File: src/rtl/tccu_pkg.sv
package tccu_pkg;

   // register bus geometry
   localparam int unsigned ADDR_W = 4;
   localparam int unsigned DATA_W = 8;

   // register offsets
   localparam logic [3:0] OFS_CTRL_A = 4'h0;
   localparam logic [3:0] OFS_CTRL_B = 4'h1;
   localparam logic [3:0] OFS_CTRL_D = 4'h2;
   localparam logic [3:0] OFS_FORCE = 4'h3;
   localparam logic [3:0] OFS_FLAGS = 4'h4;
   localparam logic [3:0] OFS_IRQ_EN = 4'h5;
   localparam logic [3:0] OFS_CAP_L = 4'h6;
   localparam logic [3:0] OFS_CAP_H = 4'h7;
   localparam logic [3:0] OFS_CMPA_L = 4'h8;
   localparam logic [3:0] OFS_CMPA_H = 4'h9;
   localparam logic [3:0] OFS_CMPB_L = 4'hA;
   localparam logic [3:0] OFS_CMPB_H = 4'hB;

   // field positions
   localparam int unsigned CTRLA_ACT_A_LSB = 6;
   localparam int unsigned CTRLA_ACT_B_LSB = 4;
   localparam int unsigned CTRLA_WGM_LSB = 0;
   localparam int unsigned CTRLB_FILT_EN = 7;
   localparam int unsigned CTRLB_EDGE_RISE = 6;
   localparam int unsigned CTRLB_CMP_SEL = 5;
   localparam int unsigned FLAG_CAP = 0;
   localparam int unsigned FLAG_CMPA = 1;
   localparam int unsigned FLAG_CMPB = 2;

   // reset values
   localparam logic [7:0] RST_CTRL_A = 8'h00;
   localparam logic [7:0] RST_CTRL_B = 8'h00;
   localparam logic [1:0] RST_CTRL_D = 2'h0;
   localparam logic [2:0] RST_IRQ_EN = 3'h0;
   localparam logic [15:0] RST_CMP = 16'h0000;

   // samples that must agree before the filter output moves
   localparam int unsigned FILTER_SAMPLES = 4;

   // output actions at a match
   localparam logic [1:0] ACT_NONE = 2'h0;
   localparam logic [1:0] ACT_TOGGLE = 2'h1;
   localparam logic [1:0] ACT_CLEAR = 2'h2;
   localparam logic [1:0] ACT_SET = 2'h3;

   // waveform modes with special meaning here
   localparam logic [3:0] WGM_NORMAL = 4'h0;
   localparam logic [3:0] WGM_CTC_CMPA = 4'h4;
   localparam logic [3:0] WGM_PFC_CAP = 4'h8;
   localparam logic [3:0] WGM_PFC_CMPA = 4'h9;
   localparam logic [3:0] WGM_PC_CAP = 4'hA;
   localparam logic [3:0] WGM_CTC_CAP = 4'hC;
   localparam logic [3:0] WGM_FAST_CAP = 4'hE;

   typedef struct packed {
      logic drive;
      logic level;
   } tccu_pin_t;

   function automatic logic is_pwm(input logic [3:0] wgm);
      return !(wgm == WGM_NORMAL || wgm == WGM_CTC_CMPA || wgm == WGM_CTC_CAP);
   endfunction

   function automatic logic cap_is_top(input logic [3:0] wgm);
      return wgm == WGM_PFC_CAP || wgm == WGM_PC_CAP || wgm == WGM_CTC_CAP ||
         wgm == WGM_FAST_CAP;
   endfunction

   function automatic logic load_at_bottom(input logic [3:0] wgm);
      return wgm == WGM_PFC_CAP || wgm == WGM_PFC_CMPA;
   endfunction

   function automatic logic apply_action(input logic [1:0] act, input logic cur);
      logic res;
      res = cur;
      case (act)
         ACT_TOGGLE: res = ~cur;
         ACT_CLEAR: res = 1'b0;
         ACT_SET: res = 1'b1;
         default: res = cur;
      endcase
      return res;
   endfunction

endpackage

File: src/rtl/tccu_capture_compare.sv
// Added by the designer: the address map and the address-and-strobe port.
`timescale 1ns/1ps
// What this block does
// - comparator select bit picks capture trigger source
// - source change may capture; software clears flag
// - filter adds four clocks of capture delay
// - filter and edge inputs off in capture-top modes
// - filter output moves after four equal samples
// - filter enabled by bit, samples system clock
// - every capture overwrites the capture register
// - equality sets compare flag on next tick
// - enabled flags request interrupt; ack or write-one clears
// - compare A value offered as counter top
// - PWM modes double buffer; others write directly
// - CPU reaches buffer or active compare register
// - compare high byte read bypasses temp register
// - high byte to temp, low write moves both
// - force strobe acts like match on output, no flag; non-PWM only
// - counter write blocks matches on next tick
// - counter written equal top loses top match
// - output state kept across mode changes
// - output action bits act immediately, unbuffered
// - action bits and pin enable pick pin source
// - reset clears the output states to zero
// - edge copies counter and sets flag together
module tccu_capture_compare #(
   parameter int unsigned FILTER_LEN = tccu_pkg::FILTER_SAMPLES
) (
   input wire logic core_clk_i,
   input wire logic srst_i,
   input wire logic [3:0] reg_addr_i,
   input wire logic [7:0] reg_wdata_i,
   input wire logic reg_wr_i,
   input wire logic reg_rd_i,
   output logic [7:0] reg_rdata_o,
   input wire logic timer_tick_i,
   input wire logic [15:0] counter_value_i,
   input wire logic counter_write_i,
   input wire logic counter_at_top_i,
   input wire logic counter_at_bottom_i,
   input wire logic capture_input_pin_i,
   input wire logic comparator_output_i,
   input wire logic [1:0] port_data_i,
   input wire logic [2:0] irq_ack_i,
   output logic [2:0] irq_o,
   output logic [15:0] compare_a_top_o,
   output logic [15:0] capture_register_o,
   output logic [3:0] waveform_mode_o,
   output logic [1:0] compare_output_state_o,
   output tccu_pkg::tccu_pin_t [1:0] compare_output_pin_o
);

   // control registers
   logic [7:0] ctrl_a;
   logic [7:0] ctrl_b;
   logic [1:0] timer_control_d;
   logic [2:0] irq_en;
   logic [2:0] flags;
   logic [7:0] temp_hi;
   logic [15:0] capture_register;
   logic [1:0][15:0] cmp_active;
   logic [1:0][15:0] cmp_buffer;
   logic [1:0] out_state;
   logic match_block;
   logic [7:0] rdata;
   logic [2:0] irq_q;
   tccu_pkg::tccu_pin_t [1:0] pin_q;

   // capture path state
   logic [1:0] src_meta;
   logic [1:0] src_sync;
   logic [FILTER_LEN-2:0] filt_hist;
   logic filt_out;
   logic edge_prev;

   // decode
   wire [3:0] waveform_mode_select = ctrl_a[tccu_pkg::CTRLA_WGM_LSB +: 4];
   wire [1:0][1:0] output_action_bits = {ctrl_a[tccu_pkg::CTRLA_ACT_B_LSB +: 2],
      ctrl_a[tccu_pkg::CTRLA_ACT_A_LSB +: 2]};
   wire capture_filter_enable = ctrl_b[tccu_pkg::CTRLB_FILT_EN];
   wire edge_rising = ctrl_b[tccu_pkg::CTRLB_EDGE_RISE];
   wire comparator_capture_select = ctrl_b[tccu_pkg::CTRLB_CMP_SEL];
   wire pwm_mode = tccu_pkg::is_pwm(waveform_mode_select);
   wire cap_top_mode = tccu_pkg::cap_is_top(waveform_mode_select);
   wire buf_load = timer_tick_i & pwm_mode &
      (tccu_pkg::load_at_bottom(waveform_mode_select) ? counter_at_bottom_i :
      counter_at_top_i);

   wire wr_ctrl_a = reg_wr_i && reg_addr_i == tccu_pkg::OFS_CTRL_A;
   wire wr_ctrl_b = reg_wr_i && reg_addr_i == tccu_pkg::OFS_CTRL_B;
   wire wr_ctrl_d = reg_wr_i && reg_addr_i == tccu_pkg::OFS_CTRL_D;
   wire wr_force = reg_wr_i && reg_addr_i == tccu_pkg::OFS_FORCE;
   wire wr_flags = reg_wr_i && reg_addr_i == tccu_pkg::OFS_FLAGS;
   wire wr_irq_en = reg_wr_i && reg_addr_i == tccu_pkg::OFS_IRQ_EN;
   wire wr_cap_l = reg_wr_i && reg_addr_i == tccu_pkg::OFS_CAP_L;
   wire wr_cap_h = reg_wr_i && reg_addr_i == tccu_pkg::OFS_CAP_H;
   wire wr_any_hi = wr_cap_h || (reg_wr_i &&
      (reg_addr_i == tccu_pkg::OFS_CMPA_H || reg_addr_i == tccu_pkg::OFS_CMPB_H));
   wire rd_cap_l = reg_rd_i && reg_addr_i == tccu_pkg::OFS_CAP_L;
   wire [1:0] wr_cmp_l = {reg_wr_i && reg_addr_i == tccu_pkg::OFS_CMPB_L,
      reg_wr_i && reg_addr_i == tccu_pkg::OFS_CMPA_L};
   wire [15:0] cpu_word = {temp_hi, reg_wdata_i};

   // capture input: synchronise both sources before any logic looks
   wire src_sel = comparator_capture_select ? src_sync[1] : src_sync[0];
   wire filt_agree_hi = src_sel & (&filt_hist);
   wire filt_agree_lo = ~src_sel & ~(|filt_hist);
   wire next_filt_out = filt_agree_hi ? 1'b1 : (filt_agree_lo ? 1'b0 : filt_out);
   wire det_in = capture_filter_enable ? filt_out : src_sel;
   wire det_enable = ~cap_top_mode;
   wire rise = det_in & ~edge_prev;
   wire fall = ~det_in & edge_prev;
   // a source switch is just another level change to the detector
   wire capture_hit = det_enable & (edge_rising ? rise : fall);

   // compare channels
   logic [1:0] match_hit;
   logic [1:0] force_hit;
   logic [1:0] next_out_state;
   logic [1:0][15:0] cmp_visible;
   tccu_pkg::tccu_pin_t [1:0] next_pin;

   genvar ch;
   generate
      for (ch = 0; ch < 2; ch++) begin : g_chan
         // evaluated on the tick; a counter write just before blocks it
         assign match_hit[ch] = timer_tick_i & ~match_block &
            (counter_value_i == cmp_active[ch]);
         assign force_hit[ch] = wr_force & reg_wdata_i[ch] & ~pwm_mode;
         assign next_out_state[ch] = (match_hit[ch] | force_hit[ch]) ?
            tccu_pkg::apply_action(output_action_bits[ch], out_state[ch]) :
            out_state[ch];
         assign cmp_visible[ch] = pwm_mode ? cmp_buffer[ch] : cmp_active[ch];
         assign next_pin[ch].drive = timer_control_d[ch] &
            (output_action_bits[ch] != tccu_pkg::ACT_NONE);
         assign next_pin[ch].level = next_pin[ch].drive ? next_out_state[ch] :
            port_data_i[ch];

         always_ff @(posedge core_clk_i) begin
            if (srst_i) begin
               cmp_active[ch] <= tccu_pkg::RST_CMP;
               cmp_buffer[ch] <= tccu_pkg::RST_CMP;
               out_state[ch] <= 1'b0;
            end else begin
               out_state[ch] <= next_out_state[ch];
               if (wr_cmp_l[ch]) begin
                  cmp_buffer[ch] <= cpu_word;
               end
               if (wr_cmp_l[ch] && !pwm_mode) begin
                  cmp_active[ch] <= cpu_word;
               end else if (buf_load) begin
                  cmp_active[ch] <= cmp_buffer[ch];
               end
            end
         end
      end
   endgenerate

   // flag handling: a set in the same cycle as a clear wins
   wire [2:0] flag_set = {match_hit[1], match_hit[0], capture_hit};
   wire [2:0] flag_clr = (wr_flags ? reg_wdata_i[2:0] : 3'h0) | irq_ack_i;
   wire [2:0] next_flags = (flags & ~flag_clr) | flag_set;

   // read mux
   logic [7:0] rd_mux;
   always_comb begin
      rd_mux = 8'h00;
      unique case (reg_addr_i)
         tccu_pkg::OFS_CTRL_A: rd_mux = ctrl_a;
         tccu_pkg::OFS_CTRL_B: rd_mux = ctrl_b;
         tccu_pkg::OFS_CTRL_D: rd_mux = {6'h00, timer_control_d};
         tccu_pkg::OFS_FLAGS: rd_mux = {5'h00, flags};
         tccu_pkg::OFS_IRQ_EN: rd_mux = {5'h00, irq_en};
         tccu_pkg::OFS_CAP_L: rd_mux = capture_register[7:0];
         tccu_pkg::OFS_CAP_H: rd_mux = temp_hi;
         tccu_pkg::OFS_CMPA_L: rd_mux = cmp_visible[0][7:0];
         tccu_pkg::OFS_CMPA_H: rd_mux = cmp_visible[0][15:8];
         tccu_pkg::OFS_CMPB_L: rd_mux = cmp_visible[1][7:0];
         tccu_pkg::OFS_CMPB_H: rd_mux = cmp_visible[1][15:8];
         default: rd_mux = 8'h00;
      endcase
   end

   // synchroniser and filter
   always_ff @(posedge core_clk_i) begin
      if (srst_i) begin
         src_meta <= 2'h0;
         src_sync <= 2'h0;
      end else begin
         src_meta <= {comparator_output_i, capture_input_pin_i};
         src_sync <= src_meta;
      end
   end

   always_ff @(posedge core_clk_i) begin
      if (srst_i) begin
         filt_hist <= '0;
         filt_out <= 1'b0;
         edge_prev <= 1'b0;
      end else if (det_enable) begin
         filt_hist <= {filt_hist[FILTER_LEN-3:0], src_sel};
         filt_out <= next_filt_out;
         edge_prev <= det_in;
      end
   end

   // capture register, also writable when it defines the top
   always_ff @(posedge core_clk_i) begin
      if (srst_i) begin
         capture_register <= 16'h0000;
      end else if (capture_hit) begin
         capture_register <= counter_value_i;
      end else if (wr_cap_l && cap_top_mode) begin
         capture_register <= cpu_word;
      end
   end

   // shared high byte and control
   always_ff @(posedge core_clk_i) begin
      if (srst_i) begin
         temp_hi <= 8'h00;
      end else if (wr_any_hi) begin
         temp_hi <= reg_wdata_i;
      end else if (rd_cap_l) begin
         temp_hi <= capture_register[15:8];
      end
   end

   always_ff @(posedge core_clk_i) begin
      if (srst_i) begin
         ctrl_a <= tccu_pkg::RST_CTRL_A;
         ctrl_b <= tccu_pkg::RST_CTRL_B;
         timer_control_d <= tccu_pkg::RST_CTRL_D;
         irq_en <= tccu_pkg::RST_IRQ_EN;
      end else begin
         if (wr_ctrl_a) begin
            ctrl_a <= reg_wdata_i;
         end
         if (wr_ctrl_b) begin
            ctrl_b <= reg_wdata_i;
         end
         if (wr_ctrl_d) begin
            timer_control_d <= reg_wdata_i[1:0];
         end
         if (wr_irq_en) begin
            irq_en <= reg_wdata_i[2:0];
         end
      end
   end

   // counter write blocks matches on the next tick, even when stopped
   always_ff @(posedge core_clk_i) begin
      if (srst_i) begin
         match_block <= 1'b0;
      end else if (counter_write_i) begin
         match_block <= 1'b1;
      end else if (timer_tick_i) begin
         match_block <= 1'b0;
      end
   end

   always_ff @(posedge core_clk_i) begin
      if (srst_i) begin
         flags <= 3'h0;
         irq_q <= 3'h0;
         rdata <= 8'h00;
         pin_q <= '0;
      end else begin
         flags <= next_flags;
         irq_q <= next_flags & irq_en;
         rdata <= reg_rd_i ? rd_mux : 8'h00;
         pin_q <= next_pin;
      end
   end

   assign reg_rdata_o = rdata;
   assign irq_o = irq_q;
   assign compare_a_top_o = cmp_active[0];
   assign capture_register_o = capture_register;
   assign waveform_mode_o = waveform_mode_select;
   assign compare_output_state_o = out_state;
   assign compare_output_pin_o = pin_q;

endmodule

File: config.mk
export PLATFORM = sky130hd
export DESIGN_NAME = tccu_capture_compare
export DESIGN_NICKNAME = d
export VERILOG_FILES = /design/src/rtl/tccu_pkg.sv /design/src/rtl/tccu_capture_compare.sv
export SDC_FILE = /design/constraint.sdc
export NUM_CORES = 1
export LEC_CHECK = 0
export BUFFER_PORTS_ARGS = -buffer_cell sky130_fd_sc_hd__buf_2
export CAP_MARGIN = 20
export CORE_UTILIZATION = 49
export DETAILED_ROUTE_END_ITERATION = 10
export MAX_ROUTING_LAYER = met4
export PLACE_DENSITY = 0.69
export SLEW_MARGIN = 20
export SYNTH_ARGS = -nofsm -noshare
export SYNTH_HDL_FRONTEND = slang
export SYNTH_SLANG_ARGS = --single-unit
export TNS_END_PERCENT = 5
File: constraint.sdc
create_clock -name core_clk_i -period 3.4 [get_ports core_clk_i]
set_input_delay 0.51 -clock core_clk_i [delete_from_list [all_inputs] [get_ports core_clk_i]]
set_output_delay 0.51 -clock core_clk_i [all_outputs]
set_load 0.05 [all_outputs]
Word-level counts from Yosys, hierarchy flattened
Cells that the tools add are included.
Widths: inputs -> output; s select.
- equality and inequality tests: 25
- multiplexer cells: 26
- bitwise logic cells: 32
- reduce and logical (&&, ||, !) cells: 38
- operators by type and width (kind ; number):
    $mux 16 ; 8
    $pmux 8 s11 ; 1
    $eq 4x4->1 const B ; 9
    $eq 16x16->1 ; 2
    $eq 4x3->1 const B ; 5
    $and 1x1->1 ; 16
    $mux 8 ; 2
    $reduce_bool 2->1 ; 8
    $logic_and 1x1->1 ; 15
    $mux 1 ; 12
    $not 1->1 ; 9
    $eq 2x2->1 const B ; 4
    $eq 4x2->1 const B ; 2
    $logic_not 4->1 ; 2
    $logic_or 1x1->1 ; 8
    $and 3x3->3 ; 2
    $or 3x3->3 ; 2
    $pmux 1 s3 ; 2
    $eq 2x1->1 const B ; 2
    $eq 4x1->1 const B ; 1
    $mux 3 ; 1
    $not 3->3 ; 1
    $reduce_and 3->1 ; 1
    $reduce_or 3->1 ; 1
    other kinds (4) ; 5
- bits in registers: 139
- bits of input ports: 43

Longest topological paths before layout
Gate-level depths: netlist (run 1).
- depth after elaboration: 8
- depth in mapped cells: 9

Worst setup path after synthesis (run 1)
Ideal clock, no wire load.
- kind: in2reg
- start point: input reg_addr_i[2]
- end point: register cmp_active, in the netlist compare_a_top_o[5]
- library setup time: 0.103 ns
- arrival time: 1.956 ns
- path slack: 1.340 ns
- stages: 9
- buffers on the path: 2
- cells stage by stage: inv_1 -> ha_1 -> nand2_2 -> or3_1 -> buf_6 -> nor2_8 -> buf_8 -> nor2_1 -> a2111oi_2
- word-level cells in the longest chain between the ends: 4
- elaborated cells on any way between the ends: 5
- those cells by class: eq/ne (1); mux (1); reduce/logical (3)
- ends and longest elaborated chain (item ; RTL line ; source):
    start: declaration ; tccu_capture_compare.sv:31 ; input wire logic [3:0] reg_addr_i,
    $eq 4x4->1 (*) ; tccu_capture_compare.sv:101 ; reg_wr_i && reg_addr_i == tccu_pkg::OFS_CMPA_L};
    $logic_and 1x1->1 (*) ; tccu_capture_compare.sv:101 ;
    $logic_and 1x1->1 (*) ; tccu_capture_compare.sv:149 ; if (wr_cmp_l[ch] && !pwm_mode) begin
    $mux 16 / $reduce_bool 2->1 (equally long branches) ; - ;
    end signal: indexed assignment ; tccu_capture_compare.sv:141 ; cmp_active[ch] <= tccu_pkg::RST_CMP;
    end signal: indexed assignment ; tccu_capture_compare.sv:150 ; cmp_active[ch] <= cpu_word;
    end signal: indexed assignment ; tccu_capture_compare.sv:152 ; cmp_active[ch] <= cmp_buffer[ch];
    end: declaration ; tccu_capture_compare.sv:61 ; logic [1:0][15:0] cmp_active;
Every way passes the cells marked *; elsewhere a longest branch is shown, timed or not.
A chain may end at the register's enable or synchronous reset.

Worst setup path after layout (run 1)
- start point: register ctrl_a[2]
- end point: register cmp_active, in the netlist compare_a_top_o[15]
- word-level cells in the longest chain between the ends: 7
- elaborated cells on any way between the ends: 15
- those cells by class: eq/ne (4); mux (2); bitwise (2); reduce/logical (7)
- ends and longest elaborated chain (item ; RTL line ; source):
    start: declaration ; tccu_capture_compare.sv:54 ; logic [7:0] ctrl_a;
    start signal: assignment ; tccu_capture_compare.sv:231 ; ctrl_a <= tccu_pkg::RST_CTRL_A;
    start signal: assignment ; tccu_capture_compare.sv:237 ; ctrl_a <= reg_wdata_i;
    $eq 4x3->1 / $logic_not 4->1 (equally long branches) ; tccu_pkg.sv:63 ; return !(wgm == WGM_NORMAL || wgm == WGM_CTC_CMPA || wgm == WGM_CTC_CAP);
    $logic_or 1x1->1 (2 in a row) ; tccu_pkg.sv:63 ;
    $logic_not 1->1 ; tccu_pkg.sv:63 ;
    $and 1x1->1 (2 in a row) ; tccu_capture_compare.sv:85 ; wire buf_load = timer_tick_i & pwm_mode &
    $reduce_bool 2->1 (no source line) ; - ;
Parallel ways exist; a longest one is shown, timed or not.

==> results.env, run 1 <==
CRITICAL_PATH.CELL_CHAIN='nand2b_1, a21o_1, a21oi_2, nand2b_4, a2111oi_0'
FIN_SETUP_TNS_NS=0
CRITICALPATHCATEGORY='register to register'
MAXCAPVIOLCOUNT=0
WORST-ENDPOINT-REQUIRED_NS=3.67
CP-START-KIND='register'
ENDPOINT='compare_a_top_o[15]$_SDFFE_PP0P_'
NETLIST_TOP_CELLS_AREA='sky130_fd_sc_hd__dfxtp_1, sky130_fd_sc_hd__nand2_1, sky130_fd_sc_hd__a2111oi_2, sky130_fd_sc_hd__a21oi_1, sky130_fd_sc_hd__nor2_1'
RR_ENDPOINT='compare_a_top_o[15]$_SDFFE_PP0P_'
HOLD_PATH_CLASS='input pin to register'
SYNTHARSTFLOPSHARE=0
CRIT_PATH_MAX_INCR_DELAY_NS=0.61
PLACE_HPWL_MM=16.1
CLK_PATH_BUF_DEPTH=2
CP-STARTPOINT='ctrl_a[2]$_SDFFE_PP0P_'
REMAINING_ANTENNA_VIOLATION_COUNT_AFTER_ROUTING=0
SYNTH.FF_LATCH_COUNT=139
CTS_INSERTED_BUFFERS=17
INITIAL_UTILIZATION=0.506
DRT-INITIAL-DRC-COUNT=646
FLOORPLAN.DIE.HEIGHT_MICRONS=125
FINALWEIGHTEDCONGESTION=0.958
CTS-ROOT-BUF='sky130_fd_sc_hd__clkbuf_16'
PLACEABLECOREAREA_SQ_UM=14600
ITERATION_COUNT_OF_THE_INITIAL_DETAILED_ROUTING_PASS=5
SYNTH.DISTINCT_CELLS=69
CP_NUM_CELLS=5
LEAKAGEPOWER_nW=3.28
WIRE_LENGTH_OF_THE_FIRST_GLOBAL_ROUTING_PASS_MM=35.5
SYNTH_SEQ_AREA_SHARE=0.377
FINAL-SETUP-VIOL-COUNT=0
TIMING.CRITICAL_PATH.TO_TYPE='register'
FINCLKSKEW_NS=0.0133
CRITICAL_PATH.MAX_FANOUT=32
CLK_LATENCY_NS=0.44
WORST-ENDPOINT-ARRIVAL_NS=2.65
FINALCRITICALPERIOD_NS=2.38
REPORT.FINAL.HOLD_VIOL_COUNT=0
YOSYSTOPAREACELL='sky130_fd_sc_hd__dfxtp_1'
POST-CTS-SETUP-BUFFERS=0
VDD_IR_DROP_MAX_mV=0.359
SYNTHTOLAYOUTAREAGROWTH_PCT=13.9
SYNTHFLOPTYPE='sky130_fd_sc_hd__dfxtp_1'
VIA_COUNT_OF_THE_FIRST_GLOBAL_ROUTING_PASS=6033
PD_CELLS_nW_PER_UM2=493
SYNTH-EDFF-COUNT=0
MAX-SLEW-MARGIN-REL=0.383
CTS_NUM_SINKS=139
DRT_WL_TOTAL_MM=23.1
MAX_SLEW.WORST_PIN.SLEW_NS=0.919
GRT_MAX_DEGREE=58
TRACK_USAGE=0.308
CTS_MAX_LEVEL=4
FILL_CELL_INSTANCE_COUNT_OF_THE_FINAL_LAYOUT=1320
NNETSFINAL=952
FINALMAXSLEWVIOLATIONS=0
NUMBER_OF_ANTENNA_VIOLATIONS_AT_THE_FIRST_CHECK_IN_GLOBAL_ROUTING=0
SYNTH_NETS=907
RSZ_0062_RAISED_AFTER_GLOBAL_ROUTING='false'
WORST_PATH_DOMINANT_CELL_FAMILY='simple AND/OR/NAND/NOR gates'
FMAXACHIEVABLE_GHz=0.420
REG2REG_SETUP_SLACK_NS=1.02
POSTCTSRESIZEDCELLS=0
CTS_HOLD_REPAIR.BUFFERS=0
OVERALL_DIE_AREA_SQ_UM=15600
DRIVE_ABOVE_1_SHARE=0.235
YOSYSWARNINGS=0
CLOCK_TREE_FROM_TRITONCTS='done'
SYN_AVG_CELL_AREA_SQ_UM=8.57
PLACE.PORT_BUFFERS=95
MIN_PERIOD_OVER_PERIOD=0.700
STATUS='completed'
SYNTHESIZED_NETLIST_CELL_COUNT=861
R2R_CELLS=5
YS_TOP_CELLS_BY_COUNT='sky130_fd_sc_hd__dfxtp_1, sky130_fd_sc_hd__nand2_1, sky130_fd_sc_hd__nor2_1'
CP.BUFFERS_INVERTERS=0
HOLDCRITSTARTPOINT='comparator_output_i'
ROUTED_VIA_DENSITY=6.16
GRT_REMAINING_OVERFLOW=0
NUM_VIAS=6796
NUM_IO_PINS=96
YOSYS.CELL_COUNT.TOP_TYPE='sky130_fd_sc_hd__dfxtp_1'
WORSTREG2REGSTART='ctrl_a[2]$_SDFFE_PP0P_'
HOLD-WORST-SLACK_NS=0.281
WORST_PATH_MAX_DELAY_CELL='sky130_fd_sc_hd__nand2b_4'
DIE_W_MICRONS=125
YOSYS.AREA.TOP_TYPE_SHARE=0.377
FP-ROW-COUNT=44
DRT-WIRELENGTH-PER-CELL_MICRONS=21.0
CLK_PIN_SLEW_WORST_PATHS_NS=0.06
ANTENNA_CELLS_INSERTED=0
DETAIL_ROUTE.DRC_VIOLATIONS=0
NETLIST_AREA_SQ_UM=7380
## worst min-delay path by stage
stage,endpoint,slack (ns),depth (start not counted)
after floorplan,src_sync[0]$_SDFF_PP0_,0.41,1
after global placement,src_sync[0]$_SDFF_PP0_,0.42,1
after detailed placement,src_sync[1]$_SDFF_PP0_,0.43,1
after CTS,src_meta[1]$_SDFF_PP0_,0.27,2
after global routing,src_meta[0]$_SDFF_PP0_,0.31,2
final,src_meta[1]$_SDFF_PP0_,0.28,2
## power breakdown
group          internal, mW  switching [mW]  total [mW]
sequential             1.66          0.0453        1.71
combinational         0.131           0.268       0.398
clock                  1.29           0.742        2.04
## logic make-up after synthesis
group / count (synthesis) / synth area share
and+or+nand+nor: 355 / 0.227
AOI/OAI and AO/OA: 190 / 0.195
DFF: 139 / 0.377
buffers and inverters: 94 / 0.0681
muxes: 47 / 0.0888
xor gates and xnor gates: 33 / 0.0392
adders and majority gates: 3 / 0.00509
## flip-flops by register name, indices dropped and copies added (netlist names), 3 cells and up
signal,cells
cmp_buffer,32
irq_o,3
irq_en,3
flags,3
reg_rdata_o,8
compare_a_top_o,16
ctrl_b,8
temp_hi,8
filt_hist,3
cmp_active,16
ctrl_a,8
compare_output_pin_o,4
capture_register_o,16
## cells in the final DEF, fill, tap and decap left out, types with 9 or more instances in the layout
cell type / instances
sky130_fd_sc_hd__a211oi_1: 10
sky130_fd_sc_hd__nand2_1: 136
sky130_fd_sc_hd__xnor2_1: 15
sky130_fd_sc_hd__a21oi_1: 81
sky130_fd_sc_hd__o21ai_0: 16
sky130_fd_sc_hd__a2111oi_2: 28
sky130_fd_sc_hd__nor2_1: 91
sky130_fd_sc_hd__dfxtp_1: 139
sky130_fd_sc_hd__xor2_1: 18
sky130_fd_sc_hd__nand2b_1: 9
sky130_fd_sc_hd__nor3_1: 37
sky130_fd_sc_hd__a22oi_1: 17
sky130_fd_sc_hd__buf_4: 17
sky130_fd_sc_hd__clkbuf_16: 17
sky130_fd_sc_hd__mux2i_1: 25
sky130_fd_sc_hd__nand3_1: 19
sky130_fd_sc_hd__nor2b_1: 12
sky130_fd_sc_hd__mux4_2: 14
sky130_fd_sc_hd__buf_2: 94
## metrics by stage
stage | utilization | worst slack (ns) | cells | cell area (sq um) | power [mW]
2_1_floorplan | - | 1.34 | 861 | 7380 | 2.01
3_3_place_gp | 0.531 | 0.876 | 1070 | 7750 | 2.13
3_5_place_dp | 0.531 | 0.841 | 1070 | 7750 | 2.13
4_1_cts | 0.576 | 1.02 | 1102 | 8400 | 4.16
5_1_grt | 0.576 | 0.846 | 1103 | 8410 | 4.26
6_report | 0.576 | 1.02 | 1103 | 8410 | 4.14
## routing by layer
metal	global-route usage	share of wire	vias to the layer above
li1	-	-	3123
met1	0.418	0.43	3230
met2	0.442	0.44	384
met3	0.0601	0.096	59
met4	0.134	0.037	0
met5	-	0	-
## layout make-up
| cell class | instances | area, sq um | area share |
|---|---|---|---|
| Tap cell | 184 | 230 | 0.0274 |
| Inverter | 8 | 30.0 | 0.00357 |
| Timing Repair Buffer | 112 | 618 | 0.0735 |
| Clock buffer | 20 | 467 | 0.0555 |
| Clock inverter | 12 | 185 | 0.0220 |
| Multi-Input combinational cell | 628 | 4100 | 0.487 |
| Sequential cell | 139 | 2780 | 0.331 |
Note: power is estimated with default switching activity, not from simulation.
==> inputs of run 2 (changes only) <==
--- a/config.mk
+++ b/config.mk
@@ -5,12 +5,13 @@
 export SDC_FILE = /design/constraint.sdc
 export NUM_CORES = 1
 export LEC_CHECK = 0
+export ABC_AREA = 1
 export BUFFER_PORTS_ARGS = -buffer_cell sky130_fd_sc_hd__buf_2
 export CAP_MARGIN = 20
 export CORE_UTILIZATION = 49
 export DETAILED_ROUTE_END_ITERATION = 10
 export MAX_ROUTING_LAYER = met4
-export PLACE_DENSITY = 0.69
+export PLACE_DENSITY = 0.7
 export SLEW_MARGIN = 20
 export SYNTH_ARGS = -nofsm -noshare
 export SYNTH_HDL_FRONTEND = slang
==> constraint.sdc (replaced) <==
create_clock -name core_clk_i -period 2.3 [get_ports core_clk_i]
set_input_delay 0.345 -clock core_clk_i [delete_from_list [all_inputs] [get_ports core_clk_i]]
set_output_delay 0.345 -clock core_clk_i [all_outputs]
set_load 0.05 [all_outputs]
==> run 2 against run 1 <==
  * Non-clock buffer count increased by 1
  * Synthesized cell count increased by 21%
  * Register-to-register slack got worse by 0.74 ns
  * Combinational power increased by 76%
  * Sequential power increased by 49%
  * First-iteration DRC count increased by 17%
  * Critical endpoint is now compare_a_top_o[9]$_SDFFE_PP0P_
==> results.env, run 2 <==
SYNTHTOLAYOUTAREAGROWTH_PCT=14.9
FINCLKSKEW_NS=0.00882  # -0.00448 ns
SYNTHFLOPTYPE='sky130_fd_sc_hd__dfxtp_1'
VDD_IR_DROP_MAX_mV=0.565  # +57%
FINALCRITICALPERIOD_NS=2.02  # -0.356 ns
SYNTH.DISTINCT_CELLS=41  # -41%
SYNTH.FF_LATCH_COUNT=139  # unchanged
LARGEST_REG_FLOPS=32  # unchanged
CLOCK_TREE_FROM_TRITONCTS='done'
M2_GR_USAGE=0.477  # +0.0355
USE_MET1=0.452  # +0.0333
SYNTH_NETS=1088  # +20%
FINALWEIGHTEDCONGESTION=1.05  # +9.2%
MIN_PERIOD_OVER_PERIOD=0.880  # +0.180
POSTCTSRESIZEDCELLS=0  # unchanged
WORST-ENDPOINT-REQUIRED_NS=2.59  # -1.08 ns
ANTENNA_CELLS_INSERTED=0  # unchanged
TRACK_USAGE=0.336  # +0.0283
DRIVE_ABOVE_1_SHARE=0.146  # -0.0886
CLK_PIN_SLEW_WORST_PATHS_NS=0.05  # about the same
FINAL-SETUP-VIOL-COUNT=0  # unchanged
REPORT.FINAL.HOLD_VIOL_COUNT=0  # unchanged
CTS_HOLD_REPAIR.BUFFERS=0  # unchanged
NUM_IO_PINS=96  # unchanged
YS_TOP_CELLS_BY_COUNT='sky130_fd_sc_hd__nand2_1, sky130_fd_sc_hd__inv_1, sky130_fd_sc_hd__dfxtp_1'
FIN_TOTAL_PWR_mW=6.02  # +45%
NNETSFINAL=1154  # +21%
ROUTED_VIA_DENSITY=5.47  # -11%
NETLIST_AREA_SQ_UM=7090  # -3.9%
SYNTHARSTFLOPSHARE=0  # unchanged
YOSYSWARNINGS=0  # unchanged
HOLD_PATH_CLASS='input pin to register'
OVERALL_DIE_AREA_SQ_UM=15000  # -3.8%
REMAINING_ANTENNA_VIOLATION_COUNT_AFTER_ROUTING=0  # unchanged
MAX_SLEW.WORST_PIN.SLEW_NS=0.520  # -0.399 ns
DRT-INITIAL-DRC-COUNT=758  # +17%
DIE_W_MICRONS=122  # -1.9%
FMAXACHIEVABLE_GHz=0.494  # +18%
STATUS='completed'
YOSYSTOPAREACELL='sky130_fd_sc_hd__dfxtp_1'
CLK_PATH_BUF_DEPTH=2  # unchanged
ITERATION_COUNT_OF_THE_INITIAL_DETAILED_ROUTING_PASS=6  # +1
INITIAL_UTILIZATION=0.507  # +0.00124
NUMBER_OF_ANTENNA_VIOLATIONS_AT_THE_FIRST_CHECK_IN_GLOBAL_ROUTING=0  # unchanged
GRT_MAX_DEGREE=48  # -17%
PLACEABLECOREAREA_SQ_UM=14000  # -4.1%
WIRE_LENGTH_OF_THE_FIRST_GLOBAL_ROUTING_PASS_MM=35.6  # +0.17%
FINALMAXSLEWVIOLATIONS=0  # unchanged
DRT-WIRELENGTH-PER-CELL_MICRONS=18.1  # -14%
LAYOUT.CELLS.MOST_COMMON='sky130_fd_sc_hd__nand2_1'
TIMING.CRITICAL_PATH.TO_TYPE='register'
CTS_NUM_SINKS=139  # unchanged
MULTI_INPUT_COMB_AREA_SQ_UM=3340  # -18%
VIA_COUNT_OF_THE_FIRST_GLOBAL_ROUTING_PASS=6252  # +3.6%
CTS_MAX_LEVEL=4  # unchanged
MAX-SLEW-MARGIN-REL=0.653  # +0.270
GRT_REMAINING_OVERFLOW=0  # unchanged
SYNTH_SEQ_AREA_SHARE=0.392  # +0.0152
LAYOUT_COMMON_CELLS='sky130_fd_sc_hd__nand2_1, sky130_fd_sc_hd__inv_1, sky130_fd_sc_hd__dfxtp_1, sky130_fd_sc_hd__a21oi_1, sky130_fd_sc_hd__o21ai_0'
SYN_AVG_CELL_AREA_SQ_UM=6.81  # -21%
CP-START-KIND='register'
SYNTHESIZED_NETLIST_CELL_COUNT=1042  # +21%
FILL_CELL_INSTANCE_COUNT_OF_THE_FINAL_LAYOUT=1350  # +2.3%
CTS_INSERTED_BUFFERS=17  # unchanged
CRITICALPATHCATEGORY='register to register'
FLOORPLAN.DIE.HEIGHT_MICRONS=122  # -1.9%
CTS-ROOT-BUF='sky130_fd_sc_hd__clkbuf_16'
POST-CTS-SETUP-BUFFERS=0  # unchanged
GLOBAL_ROUTE.USAGE.MET3=0.0599  # -0.000193
PLACE_HPWL_MM=17.0  # +5.2%
SEQ_AREA_SQ_UM=2780  # unchanged
CLK_LATENCY_NS=0.43  # about the same
DETAIL_ROUTE.DRC_VIOLATIONS=0  # unchanged
FP-ROW-COUNT=43  # -2.3%
NETLIST_TOP_CELLS_AREA='sky130_fd_sc_hd__dfxtp_1, sky130_fd_sc_hd__a21oi_1, sky130_fd_sc_hd__o21ai_0, sky130_fd_sc_hd__nand2_1, sky130_fd_sc_hd__inv_1'
DRT_WL_TOTAL_MM=23.6  # +1.9%
SYNTH-EDFF-COUNT=0  # unchanged
GRT-BUSIEST-LAYER='met2'
MAX_FLOP_REGISTER='cmp_buffer'
CRITICAL_PATH.MAX_FANOUT=47  # +47%
FIN_SETUP_TNS_NS=0  # unchanged
MAXCAPVIOLCOUNT=0  # unchanged
NUM_VIAS=7115  # +4.7%
YOSYS.CELL_COUNT.TOP_TYPE='sky130_fd_sc_hd__nand2_1'
LEAKAGEPOWER_nW=3.49  # +6.3%
RSZ_0062_RAISED_AFTER_GLOBAL_ROUTING='false'
PLACE.PORT_BUFFERS=95  # unchanged
PD_CELLS_nW_PER_UM2=739  # +50%
WORST-ENDPOINT-ARRIVAL_NS=2.31  # -0.34 ns
YOSYS.AREA.TOP_TYPE_SHARE=0.392  # +0.0152
[run 2: kinds of logic (layout without fill, tap and decap cells)]
family | after synthesis | in the layout | synth area share
AO/OA/AOI/OAI | 314 | 314 | 0.238
XOR/XNOR | 8 | 8 | 0.00988
adder cells (fa/ha/maj) | 3 | 3 | 0.00529
buffers and inverters | 219 | 297 | 0.137
flip-flops | 139 | 139 | 0.392
AND/OR/NAND/NOR | 359 | 359 | 0.218
[run 2: cell type report]
cell class                      count  area share
Clock buffer                       24      0.0591
Clock inverter                      7      0.0140
Inverter                          153      0.0715
Multi-Input combinational cell    684       0.410
Sequential cell                   139       0.341
Tap cell                          180      0.0276
Timing Repair Buffer              113      0.0764
[run 2: critical path, stage by stage (launching register included)]
cell and delay, ns:
sky130_fd_sc_hd__dfxtp_1 0.36, sky130_fd_sc_hd__inv_1 0.08, sky130_fd_sc_hd__nand2_1 0.07, sky130_fd_sc_hd__nand2_1 0.08, sky130_fd_sc_hd__buf_12 0.19, sky130_fd_sc_hd__nand3_1 0.27, sky130_fd_sc_hd__clkinv_1 0.43, sky130_fd_sc_hd__a22oi_1 0.29
sky130_fd_sc_hd__a21oi_1 0.10
[run 2: final timing paths]
path,from,to,slack (ns),cells after the start
worst min-delay path,capture_input_pin_i,src_meta[0]$_SDFF_PP0_,0.13,3
worst max-delay path,ctrl_a[2]$_SDFFE_PP0P_,compare_a_top_o[9]$_SDFFE_PP0P_,0.28,8
worst min register to register,src_meta[1]$_SDFF_PP0_,src_sync[1]$_SDFF_PP0_,0.40,2
worst max register to register,ctrl_a[2]$_SDFFE_PP0P_,compare_a_top_o[9]$_SDFFE_PP0P_,0.28,8
[run 2: per-stage QoR]
step / utilization / std cells / cell area (sq um) / hold slack [ns] / setup WS (ns)
3_5_place_dp: 0.540 / 1269 / 7560 / 0.397 / 0.201
3_3_place_gp: 0.540 / 1269 / 7560 / 0.394 / 0.229
6_report: 0.583 / 1300 / 8150 / 0.129 / 0.277
2_1_floorplan: - / 1042 / 7090 / 0.388 / 0.630
5_1_grt: 0.583 / 1300 / 8150 / 0.129 / 0.127
4_1_cts: 0.583 / 1300 / 8150 / 0.120 / 0.265
[run 2: layer usage]
layer  routed length (microns)  vias up
met3                      2250       57
met4                      1060        0
met2                     10100      364
met1                     10200     3186
met5                         0        -
li1                          -     3508
[run 2: power breakdown]
| group | switching (mW) | leakage [nW] | internal (mW) |
|---|---|---|---|
| clock | 0.991 | 0.294 | 1.78 |
| sequential | 0.0675 | 1.13 | 2.48 |
| combinational | 0.510 | 2.07 | 0.191 |
==> inputs of run 3 (changes only) <==
--- a/config.mk
+++ b/config.mk
@@ -10,8 +10,7 @@
 export CAP_MARGIN = 20
 export CORE_UTILIZATION = 49
 export DETAILED_ROUTE_END_ITERATION = 10
-export MAX_ROUTING_LAYER = met4
-export PLACE_DENSITY = 0.7
+export PLACE_DENSITY = 0.69
 export SLEW_MARGIN = 20
 export SYNTH_ARGS = -nofsm -noshare
 export SYNTH_HDL_FRONTEND = slang
==> run 3 against run 2 <==
  * Flip-flop and latch count is the same
  * Die area is the same
  * Sequential share of layout area shrank 0.13 points
  * Largest cell class unchanged
==> results.env, run 3 (synthesis gave the netlist of run 2 again) <==
POST-CTS-SETUP-BUFFERS=0  # unchanged
MULTI_INPUT_COMB_AREA_SQ_UM=3340  # unchanged
GRT_MAX_DEGREE=76  # +58%
MAX_FLOP_REGISTER='cmp_buffer'
WORSTREG2REGSTART='ctrl_a[2]$_SDFFE_PP0P_'
FIN_TOTAL_PWR_mW=6.15  # +2.1%
REG2REG_SETUP_SLACK_NS=0.25  # -0.02 ns
FLOORPLAN.DIE.HEIGHT_MICRONS=122  # unchanged
CTS-ROOT-BUF='sky130_fd_sc_hd__clkbuf_16'
DRT-INITIAL-DRC-COUNT=842  # +11%
LAYOUT_COMMON_CELLS='sky130_fd_sc_hd__nand2_1, sky130_fd_sc_hd__inv_1, sky130_fd_sc_hd__dfxtp_1, sky130_fd_sc_hd__a21oi_1, sky130_fd_sc_hd__o21ai_0'
INITIAL_UTILIZATION=0.507  # unchanged
LEAKAGEPOWER_nW=3.50  # +0.21%
DETAIL_ROUTE.DRC_VIOLATIONS=0  # unchanged
CTS_HOLD_REPAIR.BUFFERS=0  # unchanged
MAXCAPVIOLCOUNT=0  # unchanged
GRT_REMAINING_OVERFLOW=0  # unchanged
FINALMAXSLEWVIOLATIONS=0  # unchanged
MIN_PERIOD_OVER_PERIOD=0.890  # +0.0105
WIRE_LENGTH_OF_THE_FIRST_GLOBAL_ROUTING_PASS_MM=36.4  # +2.2%
CLK_LATENCY_NS=0.43  # about the same
LAYOUT.CELLS.MOST_COMMON='sky130_fd_sc_hd__nand2_1'
REPORT.FINAL.HOLD_VIOL_COUNT=0  # unchanged
REMAINING_ANTENNA_VIOLATION_COUNT_AFTER_ROUTING=0  # unchanged
POSTCTSRESIZEDCELLS=0  # unchanged
DRT-WIRELENGTH-PER-CELL_MICRONS=18.6  # +2.8%
MIN_TO='src_meta[1]$_SDFF_PP0_'
STATUS='completed'
PLACEABLECOREAREA_SQ_UM=14000  # unchanged
ITERATION_COUNT_OF_THE_INITIAL_DETAILED_ROUTING_PASS=8  # +2
NNETSFINAL=1153  # -0.087%
FINALWEIGHTEDCONGESTION=0.960  # -8.2%
LARGEST_REG_FLOPS=32  # unchanged
FINALCRITICALPERIOD_NS=2.05  # +0.0241 ns
NUM_VIAS=7194  # +1.1%
ROUTED_VIA_DENSITY=5.53  # +1.1%
DRT_WL_TOTAL_MM=24.2  # +2.8%
NUMBER_OF_ANTENNA_VIOLATIONS_AT_THE_FIRST_CHECK_IN_GLOBAL_ROUTING=0  # unchanged
HOLDCRITSTARTPOINT='comparator_output_i'
MAX_SLEW.WORST_PIN.SLEW_NS=0.568  # +0.0475 ns
CLOCK_TREE_FROM_TRITONCTS='done'
WORST-ENDPOINT-ARRIVAL_NS=2.34  # +0.03 ns
CTS_NUM_SINKS=139  # unchanged
PLACE_HPWL_MM=17.2  # +1.2%
RSZ_0062_RAISED_AFTER_GLOBAL_ROUTING='false'
SEQ_AREA_SQ_UM=2780  # unchanged
DIE_W_MICRONS=122  # unchanged
CP-START-KIND='register'
PD_CELLS_nW_PER_UM2=752  # +1.8%
CRITICAL_PATH.MAX_FANOUT=10  # -79%
FINAL-SETUP-VIOL-COUNT=0  # unchanged
RR_ENDPOINT='cmp_active[24]$_SDFFE_PP0P_'
FMAXACHIEVABLE_GHz=0.488  # -1.2%
ANTENNA_CELLS_INSERTED=0  # unchanged
VDD_IR_DROP_MAX_mV=0.549  # -2.8%
CRITICALPATHCATEGORY='register to register'
CP-STARTPOINT='ctrl_a[2]$_SDFFE_PP0P_'
FIN_SETUP_TNS_NS=0  # unchanged
VIA_COUNT_OF_THE_FIRST_GLOBAL_ROUTING_PASS=6381  # +2.1%
OVERALL_DIE_AREA_SQ_UM=15000  # unchanged
SYNTHTOLAYOUTAREAGROWTH_PCT=15.4
FILL_CELL_INSTANCE_COUNT_OF_THE_FINAL_LAYOUT=1394  # +3.3%
R2R_CELLS=8  # unchanged
NUM_IO_PINS=96  # unchanged
CLK_PATH_BUF_DEPTH=2  # unchanged
MAX-SLEW-MARGIN-REL=0.621  # -0.0312
WORST-ENDPOINT-REQUIRED_NS=2.59  # about the same
TIMING.CRITICAL_PATH.TO_TYPE='register'
CTS_INSERTED_BUFFERS=17  # unchanged
PLACE.PORT_BUFFERS=95  # unchanged
HOLD_PATH_CLASS='input pin to register'
FINCLKSKEW_NS=0.00934  # +0.000523 ns
TRACK_USAGE=0.333  # -0.00303
DRIVE_ABOVE_1_SHARE=0.150  # +0.00357
FP-ROW-COUNT=43  # unchanged
CTS_MAX_LEVEL=4  # unchanged
HOLD_PATH_DEPTH=3  # unchanged
CLK_PIN_SLEW_WORST_PATHS_NS=0.06  # about the same
-- run 3: layer usage --
metal,up-vias,track usage,share of wire,routed length (microns)
met2,356,0.492,0.43,10500
met3,61,0.0776,0.094,2280
met1,3270,0.453,0.43,10500
met5,-,0,0,0
li1,3507,-,-,-
met4,0,0.162,0.040,961
-- run 3: worst max-delay path by stage --
stage | to | slack, ns | cells past startpoint
5_1_grt | cmp_active[24]$_SDFFE_PP0P_ | 0.14 | 8
6_report | cmp_active[24]$_SDFFE_PP0P_ | 0.25 | 8
4_1_cts | cmp_active[24]$_SDFFE_PP0P_ | 0.35 | 8
3_5_place_dp | cmp_active[22]$_SDFFE_PP0P_ | 0.26 | 12
3_3_place_gp | reg_rdata_o[4]$_SDFF_PP0_ | 0.29 | 10
2_1_floorplan | cmp_active[19]$_SDFFE_PP0P_ | 0.63 | 10
-- run 3: layout make-up --
class,count,share of cell area
repair buffers,112,0.0767
clock buffers,21,0.0587
flip-flops and latches,139,0.340
well taps,180,0.0275
inverters,153,0.0712
clock inverters,11,0.0173
multi-input cells,684,0.409
-- run 3: metrics by stage --
stage	cells	utilization	worst slack (ns)	hold slack [ns]	cell area [sq um]
finish	1300	0.585	0.253	0.116	8180
global route	1300	0.585	0.144	0.137	8180
CTS	1300	0.585	0.346	0.113	8180
detailed placement	1268	0.541	0.260	0.403	7560
global placement	1268	0.541	0.288	0.399	7560
floorplan	1042	-	0.630	0.388	7090
-- run 3: power breakdown --
group,switching [mW],internal [mW],total [mW],leakage [nW]
combinational,0.513,0.194,0.707,2.07
sequential,0.0743,2.48,2.56,1.13
clock,1.08,1.81,2.89,0.301
total,1.66,4.49,6.15,3.50
-- run 3: critical path: stages, from the launching register on --
cell and delay [ns]:
sky130_fd_sc_hd__dfxtp_1 0.35, sky130_fd_sc_hd__inv_1 0.10, sky130_fd_sc_hd__nand3_1 0.11, sky130_fd_sc_hd__nand2_1 0.07, sky130_fd_sc_hd__o21ai_0 0.07, sky130_fd_sc_hd__nand3_1 0.30
sky130_fd_sc_hd__clkinv_1 0.50, sky130_fd_sc_hd__a22oi_1 0.31, sky130_fd_sc_hd__a21oi_1 0.09
